### config.mk
export PLATFORM = sky130hd
export DESIGN_NAME = fmmp_flash_map
export DESIGN_NICKNAME = d
export VERILOG_FILES = /design/src/design/fmmp_pkg.sv /design/src/design/fmmp_flash_map.sv
export SDC_FILE = /design/constraint.sdc
export NUM_CORES = 1
export LEC_CHECK = 0
export ABC_AREA = 1
export ABC_CLOCK_PERIOD_IN_PS = 2300
export BUFFER_PORTS_ARGS = -buffer_cell sky130_fd_sc_hd__buf_2
export CORE_ASPECT_RATIO = 0.5
export CORE_MARGIN = 2
export CORE_UTILIZATION = 47
export DETAILED_ROUTE_END_ITERATION = 10
export MAX_ROUTING_LAYER = met4
export PLACE_DENSITY_LB_ADDON = 0.15
export SYNTH_ARGS = -nofsm -noshare
export SYNTH_HDL_FRONTEND = slang
export SYNTH_SLANG_ARGS = --single-unit
### constraint.sdc
create_clock -name clk_sys -period 2.3 [get_ports clk_sys]
set_input_delay 0 -clock clk_sys [delete_from_list [all_inputs] [get_ports clk_sys]]
set_output_delay 0 -clock clk_sys [all_outputs]
set_load 0.02 [all_outputs]
### src/design/fmmp_pkg.sv
// Package with constants and carrier types of the flash memory map and partition block
package fmmp_pkg;
    // Address space and region sizes
    localparam logic [15:0] ADDR_ZERO = 16'h0000;
    localparam logic [15:0] ADDR_TOP = 16'h3fff;
    localparam logic [15:0] FLASH_BYTES = 16'h4000;
    localparam logic [15:0] LOADER_BYTES = 16'h0800;
    localparam logic [15:0] SMALL_APP_BYTES = 16'h2000;
    localparam logic [15:0] SMALL_DF_START = 16'h3000;
    localparam logic [7:0] DF_BASE_LOW = 8'h00;
    localparam logic [7:0] NOP_OPCODE = 8'h00;
    // Page geometry: 128-byte pages, offset field is the low 7 bits
    localparam int PAGE_BITS = 7;
    localparam logic [15:0] PAGE_MASK = 16'hff80;
    // Configuration byte field positions
    localparam int CFG_DATAFLASH_ENABLE_CFG_BIT = 0;
    localparam logic [7:0] CFG_ERASED = 8'hff;
    // Programming agent codes
    localparam logic [1:0] AGENT_CPU = 2'h0;
    localparam logic [1:0] AGENT_PARALLEL = 2'h1;
    localparam logic [1:0] AGENT_ICP = 2'h2;

    // Region decode result
    typedef enum logic [3:0] {
        FMMP_RGN_APP = 4'h1,
        FMMP_RGN_DATA = 4'h2,
        FMMP_RGN_LOADER = 4'h4,
        FMMP_RGN_VOID = 4'h8
    } fmmp_region_e;

    // Fetch / code-read request from the core
    typedef struct packed {
        logic valid;
        logic code_read;
        logic [15:0] addr;
    } fmmp_req_s;

    // Decoded answer to the core
    typedef struct packed {
        logic valid;
        logic nop;
        fmmp_region_e region;
        logic [15:0] phys;
        logic [15:0] next_pc;
    } fmmp_resp_s;

    // Erase / program command toward the flash array
    typedef struct packed {
        logic valid;
        logic erase;
        logic [15:0] first;
        logic [15:0] last;
        logic config_target;
    } fmmp_nvm_s;
endpackage

### src/design/fmmp_flash_map.sv
// Flash memory map, partition boundary and page-erase range logic
// Notes on behaviour
// - An erase clears exactly one aligned 128-byte page, nothing else.
// - Booting from application flash starts fetch at address 0000H.
// - Fetch past application flash returns NOP, increments up to 3FFFH, wraps to 0000H.
// - Loader flash execution remaps its first byte to 0000H; vectors stay usable.
// - Data flash start is base-high register as upper byte, lower byte zero.
// - After every reset the base-high register loads from the second configuration byte.
// - Writing base-high moves the boundary immediately; application flash adjusts to match.
// - Base-high writes without the timed-access unlock are ignored.
// - Small variant: data flash fixed at 3000H-3FFFH, base-high has no effect.
// - Large variant: enable bit left at one maps the whole 16K block as application flash.
// - Configuration bytes change only via parallel writer, IN_CIRCUIT_PROGRAMMING, or loader-resident code.
// - Opcode fetches come only from application or loader flash; on the large variant only, code reads can also reach data flash.
`timescale 1ns/100ps
module fmmp_flash_map #(
    parameter bit LARGE_VARIANT = 1'b1
) (
    // Clock and reset
    input wire logic clk_sys,
    input wire logic rst,
    // Configuration bytes as read from the array
    input wire logic [7:0] config_byte_zero,
    input wire logic [7:0] config_byte_one,
    // Core control
    input wire logic boot_select,
    input wire logic ta_unlocked,
    input wire logic base_wr,
    input wire logic [7:0] base_wdata,
    // Fetch and code-read path
    input wire fmmp_pkg::fmmp_req_s req,
    output fmmp_pkg::fmmp_resp_s resp,
    // Erase and program requests
    input wire logic nvm_req,
    input wire logic nvm_erase,
    input wire logic nvm_config,
    input wire logic [1:0] nvm_agent,
    input wire logic [15:0] nvm_addr,
    output fmmp_pkg::fmmp_nvm_s nvm_cmd,
    output logic nvm_refused,
    // Status
    output logic [7:0] dataflash_base_high,
    output logic [15:0] dataflash_start,
    output logic dataflash_active
);

    typedef struct packed {
        logic loaded;
        logic [7:0] base;
        fmmp_pkg::fmmp_resp_s resp;
        fmmp_pkg::fmmp_nvm_s nvm;
        logic refused;
    } fmmp_state_s;

    fmmp_state_s st;
    fmmp_state_s next_st;
    logic dataflash_enable_cfg;
    logic [15:0] df_start;
    logic [15:0] app_limit;

    // Page alignment used for both bounds of an erase
    function automatic logic [15:0] fmmp_page_base(input logic [15:0] a);
        fmmp_page_base = a & fmmp_pkg::PAGE_MASK;
    endfunction

    // Boundary decode; the loader runs outside this 16K map
    assign dataflash_enable_cfg = ~config_byte_zero[fmmp_pkg::CFG_DATAFLASH_ENABLE_CFG_BIT];
    always_comb begin
        df_start = fmmp_pkg::FLASH_BYTES;
        if (!LARGE_VARIANT) begin
            df_start = fmmp_pkg::SMALL_DF_START;
        end else if (dataflash_enable_cfg) begin
            df_start = {st.base, fmmp_pkg::DF_BASE_LOW};
        end
    end
    // Small variant holds only 8K of application code below its data flash
    assign app_limit = LARGE_VARIANT ? df_start : fmmp_pkg::SMALL_APP_BYTES;

    // Next-state logic
    always_comb begin
        logic [15:0] pc;
        pc = req.addr;
        next_st = st;
        // Base register catches the configuration byte once after reset release
        if (!st.loaded) begin
            next_st.loaded = 1'b1;
            next_st.base = config_byte_one;
        end else if (base_wr && ta_unlocked) begin
            next_st.base = base_wdata;
        end
        // Fetch decode
        next_st.resp.valid = req.valid;
        next_st.resp.nop = 1'b0;
        next_st.resp.phys = pc;
        next_st.resp.next_pc = (pc >= fmmp_pkg::ADDR_TOP) ? fmmp_pkg::ADDR_ZERO
                                                         : 16'(pc + 16'h0001);
        if (boot_select) begin
            // Loader seen from 0000H so the vector table works unchanged
            next_st.resp.region = fmmp_pkg::FMMP_RGN_LOADER;
            next_st.resp.phys = pc & 16'(fmmp_pkg::LOADER_BYTES - 16'h0001);
            next_st.resp.nop = pc >= fmmp_pkg::LOADER_BYTES;
        end else if (pc < app_limit) begin
            next_st.resp.region = fmmp_pkg::FMMP_RGN_APP;
        end else if (LARGE_VARIANT && dataflash_enable_cfg && req.code_read &&
                     pc <= fmmp_pkg::ADDR_TOP) begin
            next_st.resp.region = fmmp_pkg::FMMP_RGN_DATA;
        end else begin
            // Instruction fetch never executes data flash or empty space
            next_st.resp.region = fmmp_pkg::FMMP_RGN_VOID;
            next_st.resp.nop = 1'b1;
        end
        // Erase and program commands
        // The whole command clears each cycle so a refused request never shows stale fields
        next_st.nvm = '0;
        next_st.refused = 1'b0;
        if (nvm_req) begin
            if (nvm_config && nvm_agent == fmmp_pkg::AGENT_CPU && !boot_select) begin
                next_st.refused = 1'b1;
            end else begin
                next_st.nvm.valid = 1'b1;
                next_st.nvm.erase = nvm_erase;
                next_st.nvm.config_target = nvm_config;
                next_st.nvm.first = nvm_erase ? fmmp_page_base(nvm_addr) : nvm_addr;
                next_st.nvm.last = nvm_erase
                    ? (fmmp_page_base(nvm_addr) | 16'((1 << fmmp_pkg::PAGE_BITS) - 1))
                    : nvm_addr;
            end
        end
    end

    // State register
    // Reset loads constants only; the configuration byte is caught on the first live edge
    always_ff @(posedge clk_sys or posedge rst) begin
        if (rst) begin
            st <= '0;
            st.base <= fmmp_pkg::CFG_ERASED;
            st.resp.region <= fmmp_pkg::FMMP_RGN_APP;
        end else begin
            st <= next_st;
        end
    end

    assign resp = st.resp;
    assign nvm_cmd = st.nvm;
    assign nvm_refused = st.refused;
    assign dataflash_base_high = st.base;
    assign dataflash_start = df_start;
    assign dataflash_active = dataflash_enable_cfg || !LARGE_VARIANT;

    // Checks: each property watches what this block drives
    // Top address hands back 0000H as the next counter value
    AST_WRAP: assert property (@(posedge clk_sys) disable iff (rst)
        req.valid && req.addr == fmmp_pkg::ADDR_TOP |=> resp.next_pc == fmmp_pkg::ADDR_ZERO)
        else $error("pc did not wrap");

    // Counter never leaves the 16K map
    AST_NEXT_RANGE: assert property (@(posedge clk_sys) disable iff (rst)
        resp.valid |-> resp.next_pc <= fmmp_pkg::ADDR_TOP)
        else $error("next pc outside map");

    // Below the top the counter moves by exactly one
    AST_STEP: assert property (@(posedge clk_sys) disable iff (rst)
        req.valid && req.addr < fmmp_pkg::ADDR_TOP |=>
        resp.next_pc == 16'($past(req.addr) + 16'h0001))
        else $error("pc did not step by one");

    // Empty space only ever answers with the no-operation flag
    AST_VOID_NOP: assert property (@(posedge clk_sys) disable iff (rst)
        resp.valid && resp.region == fmmp_pkg::FMMP_RGN_VOID |-> resp.nop)
        else $error("void fetch not nop");

    // An opcode fetch past application flash never executes real bytes
    AST_FETCH_PAST: assert property (@(posedge clk_sys) disable iff (rst)
        req.valid && !req.code_read && !boot_select && req.addr >= app_limit |=> resp.nop)
        else $error("fetch past app not nop");

    // Loader byte zero appears at program address zero
    AST_LOADER: assert property (@(posedge clk_sys) disable iff (rst)
        req.valid && boot_select && req.addr == 16'h0000 |=>
        resp.region == fmmp_pkg::FMMP_RGN_LOADER && resp.phys == 16'h0000)
        else $error("loader not at zero");

    // Every loader byte keeps its offset, so the vector table lines up
    AST_LDR_PHYS: assert property (@(posedge clk_sys) disable iff (rst)
        req.valid && boot_select && req.addr < fmmp_pkg::LOADER_BYTES |=>
        resp.phys == $past(req.addr) && !resp.nop)
        else $error("loader offset moved");

    // Loader is only 2K; anything above it answers no-operation
    AST_LDR_NOP: assert property (@(posedge clk_sys) disable iff (rst)
        req.valid && boot_select && req.addr >= fmmp_pkg::LOADER_BYTES |=>
        resp.nop && resp.region == fmmp_pkg::FMMP_RGN_LOADER)
        else $error("loader overrun not nop");

    // Application boot starts at 0000H
    AST_BOOT0: assert property (@(posedge clk_sys) disable iff (rst)
        req.valid && !boot_select && req.addr == 16'h0000 && app_limit != 16'h0000 |=>
        resp.region == fmmp_pkg::FMMP_RGN_APP && !resp.nop)
        else $error("boot fetch not app");

    // Application addresses pass through untouched
    AST_APP_PHYS: assert property (@(posedge clk_sys) disable iff (rst)
        req.valid && !boot_select && req.addr < app_limit |=>
        resp.region == fmmp_pkg::FMMP_RGN_APP && resp.phys == $past(req.addr) && !resp.nop)
        else $error("app fetch misdecoded");

    // Every request gets exactly one answer, one cycle later
    AST_LIVE_FETCH: assert property (@(posedge clk_sys) disable iff (rst)
        req.valid |=> resp.valid)
        else $error("fetch not answered");

    // No answer without a request
    AST_IDLE_FETCH: assert property (@(posedge clk_sys) disable iff (rst)
        !req.valid |=> !resp.valid)
        else $error("answer without fetch");

    // Start address is base byte over a zero low byte
    AST_START: assert property (@(posedge clk_sys) disable iff (rst)
        LARGE_VARIANT && dataflash_enable_cfg |->
        dataflash_start[7:0] == fmmp_pkg::DF_BASE_LOW &&
        dataflash_start[15:8] == dataflash_base_high)
        else $error("start address wrong");

    // Code reads at or above the start land in data flash
    AST_DATA: assert property (@(posedge clk_sys) disable iff (rst)
        req.valid && !boot_select && LARGE_VARIANT && dataflash_enable_cfg &&
        req.code_read && req.addr >= df_start && req.addr <= fmmp_pkg::ADDR_TOP |=>
        resp.region == fmmp_pkg::FMMP_RGN_DATA)
        else $error("data flash not decoded");

    // On the large variant application flash ends exactly where data flash begins
    AST_SHRINK: assert property (@(posedge clk_sys) disable iff (rst)
        LARGE_VARIANT |-> app_limit == dataflash_start)
        else $error("app and data flash overlap");

    // A locked register keeps its value
    AST_LOCK: assert property (@(posedge clk_sys) disable iff (rst)
        st.loaded && !(base_wr && ta_unlocked) |=> $stable(dataflash_base_high))
        else $error("base changed without unlock");

    // An unlocked write takes effect on the next edge
    AST_WRITE: assert property (@(posedge clk_sys) disable iff (rst)
        st.loaded && base_wr && ta_unlocked |=> dataflash_base_high == $past(base_wdata))
        else $error("unlocked write lost");

    // First edge after reset copies the configuration base byte
    AST_LOAD: assert property (@(posedge clk_sys) disable iff (rst)
        !st.loaded |=> dataflash_base_high == $past(config_byte_one))
        else $error("base not loaded");

    // Small variant ignores the base register for the data flash start
    AST_SMALL_FIX: assert property (@(posedge clk_sys) disable iff (rst)
        !LARGE_VARIANT |-> dataflash_start == fmmp_pkg::SMALL_DF_START)
        else $error("small data flash moved");

    // Small variant holds no code above 8K
    AST_SMALL_APP: assert property (@(posedge clk_sys) disable iff (rst)
        !LARGE_VARIANT && req.valid && !boot_select &&
        req.addr >= fmmp_pkg::SMALL_APP_BYTES |=> resp.nop)
        else $error("small variant overrun");

    // An erase command covers one aligned page
    AST_PAGE: assert property (@(posedge clk_sys) disable iff (rst)
        nvm_cmd.valid && nvm_cmd.erase |->
        nvm_cmd.last - nvm_cmd.first == 16'h007f && nvm_cmd.first[6:0] == 7'h00)
        else $error("erase not one page");

    // The page erased is the one holding the requested address
    AST_ERASE_HIT: assert property (@(posedge clk_sys) disable iff (rst)
        nvm_req && nvm_erase && !(nvm_config && nvm_agent == fmmp_pkg::AGENT_CPU &&
        !boot_select) |=> nvm_cmd.valid &&
        nvm_cmd.first == ($past(nvm_addr) & fmmp_pkg::PAGE_MASK))
        else $error("wrong page erased");

    // Programming touches a single byte only
    AST_PROG_ONE: assert property (@(posedge clk_sys) disable iff (rst)
        nvm_cmd.valid && !nvm_cmd.erase |-> nvm_cmd.first == nvm_cmd.last)
        else $error("program spans bytes");

    // Application code may not change the configuration bytes
    AST_CFG: assert property (@(posedge clk_sys) disable iff (rst)
        nvm_req && nvm_config && nvm_agent == fmmp_pkg::AGENT_CPU && !boot_select |=>
        nvm_refused && !nvm_cmd.valid)
        else $error("config write allowed");

    // Writers and loader code are let through
    AST_CFG_OK: assert property (@(posedge clk_sys) disable iff (rst)
        nvm_req && nvm_config && (nvm_agent != fmmp_pkg::AGENT_CPU || boot_select) |=>
        nvm_cmd.valid && nvm_cmd.config_target && !nvm_refused)
        else $error("allowed config write refused");

    // No command and no refusal appear without a request
    AST_IDLE_NVM: assert property (@(posedge clk_sys) disable iff (rst)
        !nvm_req |=> !nvm_cmd.valid && !nvm_refused)
        else $error("spurious nvm command");

    // Erased enable bit gives the whole block to the application
    AST_WHOLE: assert property (@(posedge clk_sys) disable iff (rst)
        LARGE_VARIANT && !dataflash_enable_cfg |-> app_limit == fmmp_pkg::FLASH_BYTES)
        else $error("app flash not whole");

    // Status flag follows the erased enable bit
    AST_ACTIVE: assert property (@(posedge clk_sys) disable iff (rst)
        LARGE_VARIANT && config_byte_zero[fmmp_pkg::CFG_DATAFLASH_ENABLE_CFG_BIT] |-> !dataflash_active)
        else $error("data flash active while erased");
endmodule

### After elaboration in Yosys (flattened, before gate mapping)

Cells that the tools add are included.

* flip-flop bits (word level): 83
* word-level logic and storage cells: 42
* output and inout bits: 99

* magnitude comparators: 4
* equal/unequal tests: 1
* bitwise operators: 1
* reductions and logical operators: 7
* add/sub/neg operators: 1
* mux-type cells: 15

Operators by type and width (number)
* 16-bit 2-to-1 mux: 3
* 36-bit 2-to-1 mux: 1
* 35-bit 2-to-1 mux: 1
* 16-bit by 1-bit adder with 16-bit output, second input constant: 1
* 16-bit by 12-bit greater-or-equal comparator with 1-bit output, second input constant: 1
* 16-bit by 14-bit greater-or-equal comparator with 1-bit output, second input constant: 1
* 16-bit by 14-bit less-or-equal comparator with 1-bit output, second input constant: 1
* 16-bit less-than comparator: 1
* 8-bit 2-to-1 mux: 2
* 7-bit 2-to-1 mux: 2
* 4-bit 2-to-1 mux: 2
* 1-bit logical AND: 5
* 5-bit 2-to-1 mux: 1
* 1-bit 2-to-1 mux: 3
* 2-bit zero test: 1
* 2-bit by 1-bit inequality test with 1-bit output, second input constant: 1
* 1-bit zero test: 1
* 1-bit NOT: 1

### Logic depth before layout (Yosys ltp)

* word-level depth: 6
* gate-level depth with buffers: 12

### Least setup slack after synthesis

Ideal clock, no wire load.

* path type: reg-to-reg
* start: register st (netlist bit dataflash_base_high[5])
* end: register resp[36] (netlist name)
* arrival time: 1660 ps
* period minus slack after synthesis: 1781 ps
* cell stages (with the launch flop): 10
* path slack: 519 ps
* required time: 2179 ps
* cells stage by stage: dfstp_2 inv_1 nor2_1 inv_1 ha_1 a21oi_1 o21a_1 nand2_1 nand2_1 nand2_1

RTL lines
* start: declaration: RTL line fmmp_flash_map.sv:55 `fmmp_state_s st;`
* start signal: assignment: RTL line fmmp_flash_map.sv:139 `st <= next_st;`

### Final worst setup path

* start: register st[82] (netlist name)
* end: register st (netlist bit dataflash_base_high[7])

* cells in the longest elaborated chain, start to end: 1

Ends and longest elaborated chain
* 2-bit by 1-bit inequality test with 1-bit output (no line) or 8-bit 2-to-1 mux (tied branches)

Parallel ways exist; a longest one is shown, timed or not.
A chain may end at the register's enable or synchronous reset.

==> flow_summary.toml <==
[run_status]
outcome = "finished, final reports clean"

[setup_path]
slowest_stage = "dfrtp_1"
slowest_delay_ns = 0.63
cp_max_fo = 17
end_kind = "register"
worstPathRequired_ns = 2.54
path_delay_family = "flip-flops"
arrival_ns = 2.19
worst-setup-path-type = "reg -> reg"
worst_setup_path_start_kind = "register"
cp_cell_sequence = "nand2_1, o211ai_1, dlygate4sd3_1, o21ai_0"
cp_num_buf_inv = 1

[clock_network]
insertion_delay_ns = 0.33
cts_tree = "done"
cts-resized-gates = 0
clockBufferDepth = 2
cts_setup_buffers = 0
cts.sinks = 74
root_buffer = "clkbuf_16"
cts_buffers = 9
cts_hold_buf = 58
htree_levels = 3
path_clk_slew_ns = 0.06

[floorplanning]
die_y_um = 66.7
start_util_pct = 49.5
die_area_um2 = 8620
row_count = 22
dieWidth_um = 129
pin_count = 167
coreArea_um2 = 7460

[layout]
final_cell_count_no_fill = 653
multi_input_area_um2 = 870
postLayoutCellArea_um2 = 4800
seq_area_um2 = 1860
fillers = 627
fin_util_pct = 64.3
nets = 617
diodes = 0
drive_gt1_share_pct = 34.1
syn_to_final_growth_pct = 29.9

[power]
power_density_nw_per_um2 = 708
peakVddDrop_mv = 0.365
power_report.internal_total_w = 0.00246
combinationalPowerShare_pct = 17.1
seqPwrFrac_pct = 41.8
pwr-share-clk_pct = 41.0
net-switching-power_w = 0.000929
cellLeakagePower_nw = 2.75
switching_share_pct = 27.4

[timing]
slew_viol_final = 0
fin_skew_ns = 0.00444
setup_viol = 0
worst_pin_slew_ns = 0.650
fmax_ghz = 0.512
maxSlewHeadroom_pct = 56.6
tns_ns = 0
hold_viol = 0
rsz0062_at_grt = "false"
period_minus_slack_ns = 1.95
min_period_over_period_pct = 85.0

[route]
wl_um = 7650
drc = 0
via_per_inst = 4.16
drtIter0Drc = 112
vias = 2717
routedWlPerCell_um = 11.7
antenna_left = 0
first_pass_iters = 4

[synth]
synthCells = 407
ys_seq_area_share_pct = 50.5
synth_ff_type = "dfrtp_1"
yosysUniqueCellTypes = 25
yosys_warnings = 0
yosys.area.top_type = "dfrtp_1"
yosys_register_bits = 74
synth_area_um2 = 3690
postSynthAreaPerCell_um2 = 9.07
synth_area_leaders = "dfrtp_1, buf_4, inv_1"
yosys-top-cells-count = "buf_4, inv_1, dfrtp_1"
yosysTopAreaCellShare_pct = 44.1
synth.most_common_cell = "buf_4"
async_reset_ff_share_pct = 100
synth-edff-count = 0

[global_route]
grt_max_degree = 40
grt_pass1_wl_um = 12100
grt_pass1_vias = 2583
grt_antenna_before_repair = 0
grt_overflow_total = 0
grt.total_usage_pct = 19.3

[place]
dpl.hpwl_um = 5200
placedInstanceArea_um2 = 3910
dp_cells = 579
gp_congestion = 0.783
port_buffers = 151

[job]
drv_cap = 0

[worst_hold_path]
hold_class = "in -> reg"
==> tightest hold or removal path, stage by stage <==
cell      delay (ns)
buf_2           0.07
inv_1           0.03
nand2_1         0.05
o211ai_1        0.08
o21ai_0         0.08
==> power groups by stage <==
| stage | combinational, W | clock (W) | sequential, W |
|---|---|---|---|
| detailed placement | 0.000507 | 0 | 0.00144 |
| global placement | 0.000504 | 0 | 0.00144 |
| finish | 0.000581 | 0.00139 | 0.00142 |
| global route | 0.000643 | 0.00150 | 0.00143 |
| floorplan | 0.000443 | 0 | 0.00143 |
| CTS | 0.000584 | 0.00143 | 0.00142 |
==> cell families after synthesis <==
family          after synthesis  share of synthesized area (%)
xor+xnor                      4                          0.949
compound gates               33                           5.02
fa+ha+maj                     9                           3.05
simple gates                114                           13.4
flops                        74                           50.5
buf+inv                     171                           26.9
other cells                   2                          0.203
==> final cells by class <==
type	count	share of cell area [%]
Sequential cell	74	38.8
Clock inverter	7	1.59
Tap cell	108	2.82
Clock buffer	9	4.70
Inverter	73	5.74
Timing Repair Buffer	211	28.2
Multi-Input combinational cell	171	18.1
==> layout by cell type, fill, tap and decap left out, types with 4 or more instances in the layout <==
master           n
a21oi_1         14
buf_2          151
clkbuf_16        9
conb_1          11
dfrtp_1         65
dfstp_2          9
dlygate4sd3_1   58
ha_1             9
inv_1           72
nand2_1         37
nand3_1          7
nor2_1          46
nor3_1          15
o211ai_1         7
o21ai_0         11
xor2_1           4
==> metrics by stage <==
step | total power (W) | worst slack, ns | hold WS (ns)
after detailed placement | 0.00195 | 0.659 | 0.112
final | 0.00339 | 0.346 | 0.0120
after global routing | 0.00358 | 0.164 | 0.00933
after CTS | 0.00343 | 0.385 | 0.000339
after floorplan | 0.00188 | 0.433 | 0.0314
after global placement | 0.00194 | 0.687 | 0.110
==> flip-flops by register name, indices dropped and copies added, names as in the netlist <==
name and count:
st 1, nvm_cmd 26, nvm_refused 1, dataflash_base_high 8
resp 38
==> final timing paths <==
kind	startpoint	end	slack [ns]	cells after the start
max in group asynchronous	rst	nvm_cmd[21]	1.26	4
min	base_wdata[0]	dataflash_base_high[0]	0.01	5
max reg2reg	st[82]	dataflash_base_high[7]	0.35	4
min reg2reg	dataflash_base_high[5]	dataflash_base_high[5]	0.51	2
max	st[82]	dataflash_base_high[7]	0.35	4
min in group asynchronous	rst	resp[7]	0.30	3
==> routing by layer <==
layer  vias up  wire, um  part of all wire [%]  GRT usage [%]
met4         0        43                  0.56           5.30
met2       111      3620                    47           32.1
met1      1209      3450                    45           22.8
li1       1393         -                     -              -
met3         4       529                   6.9           6.51
met5         -         0                     0              -
No activity file was read; power rests on OpenSTA's default activity.
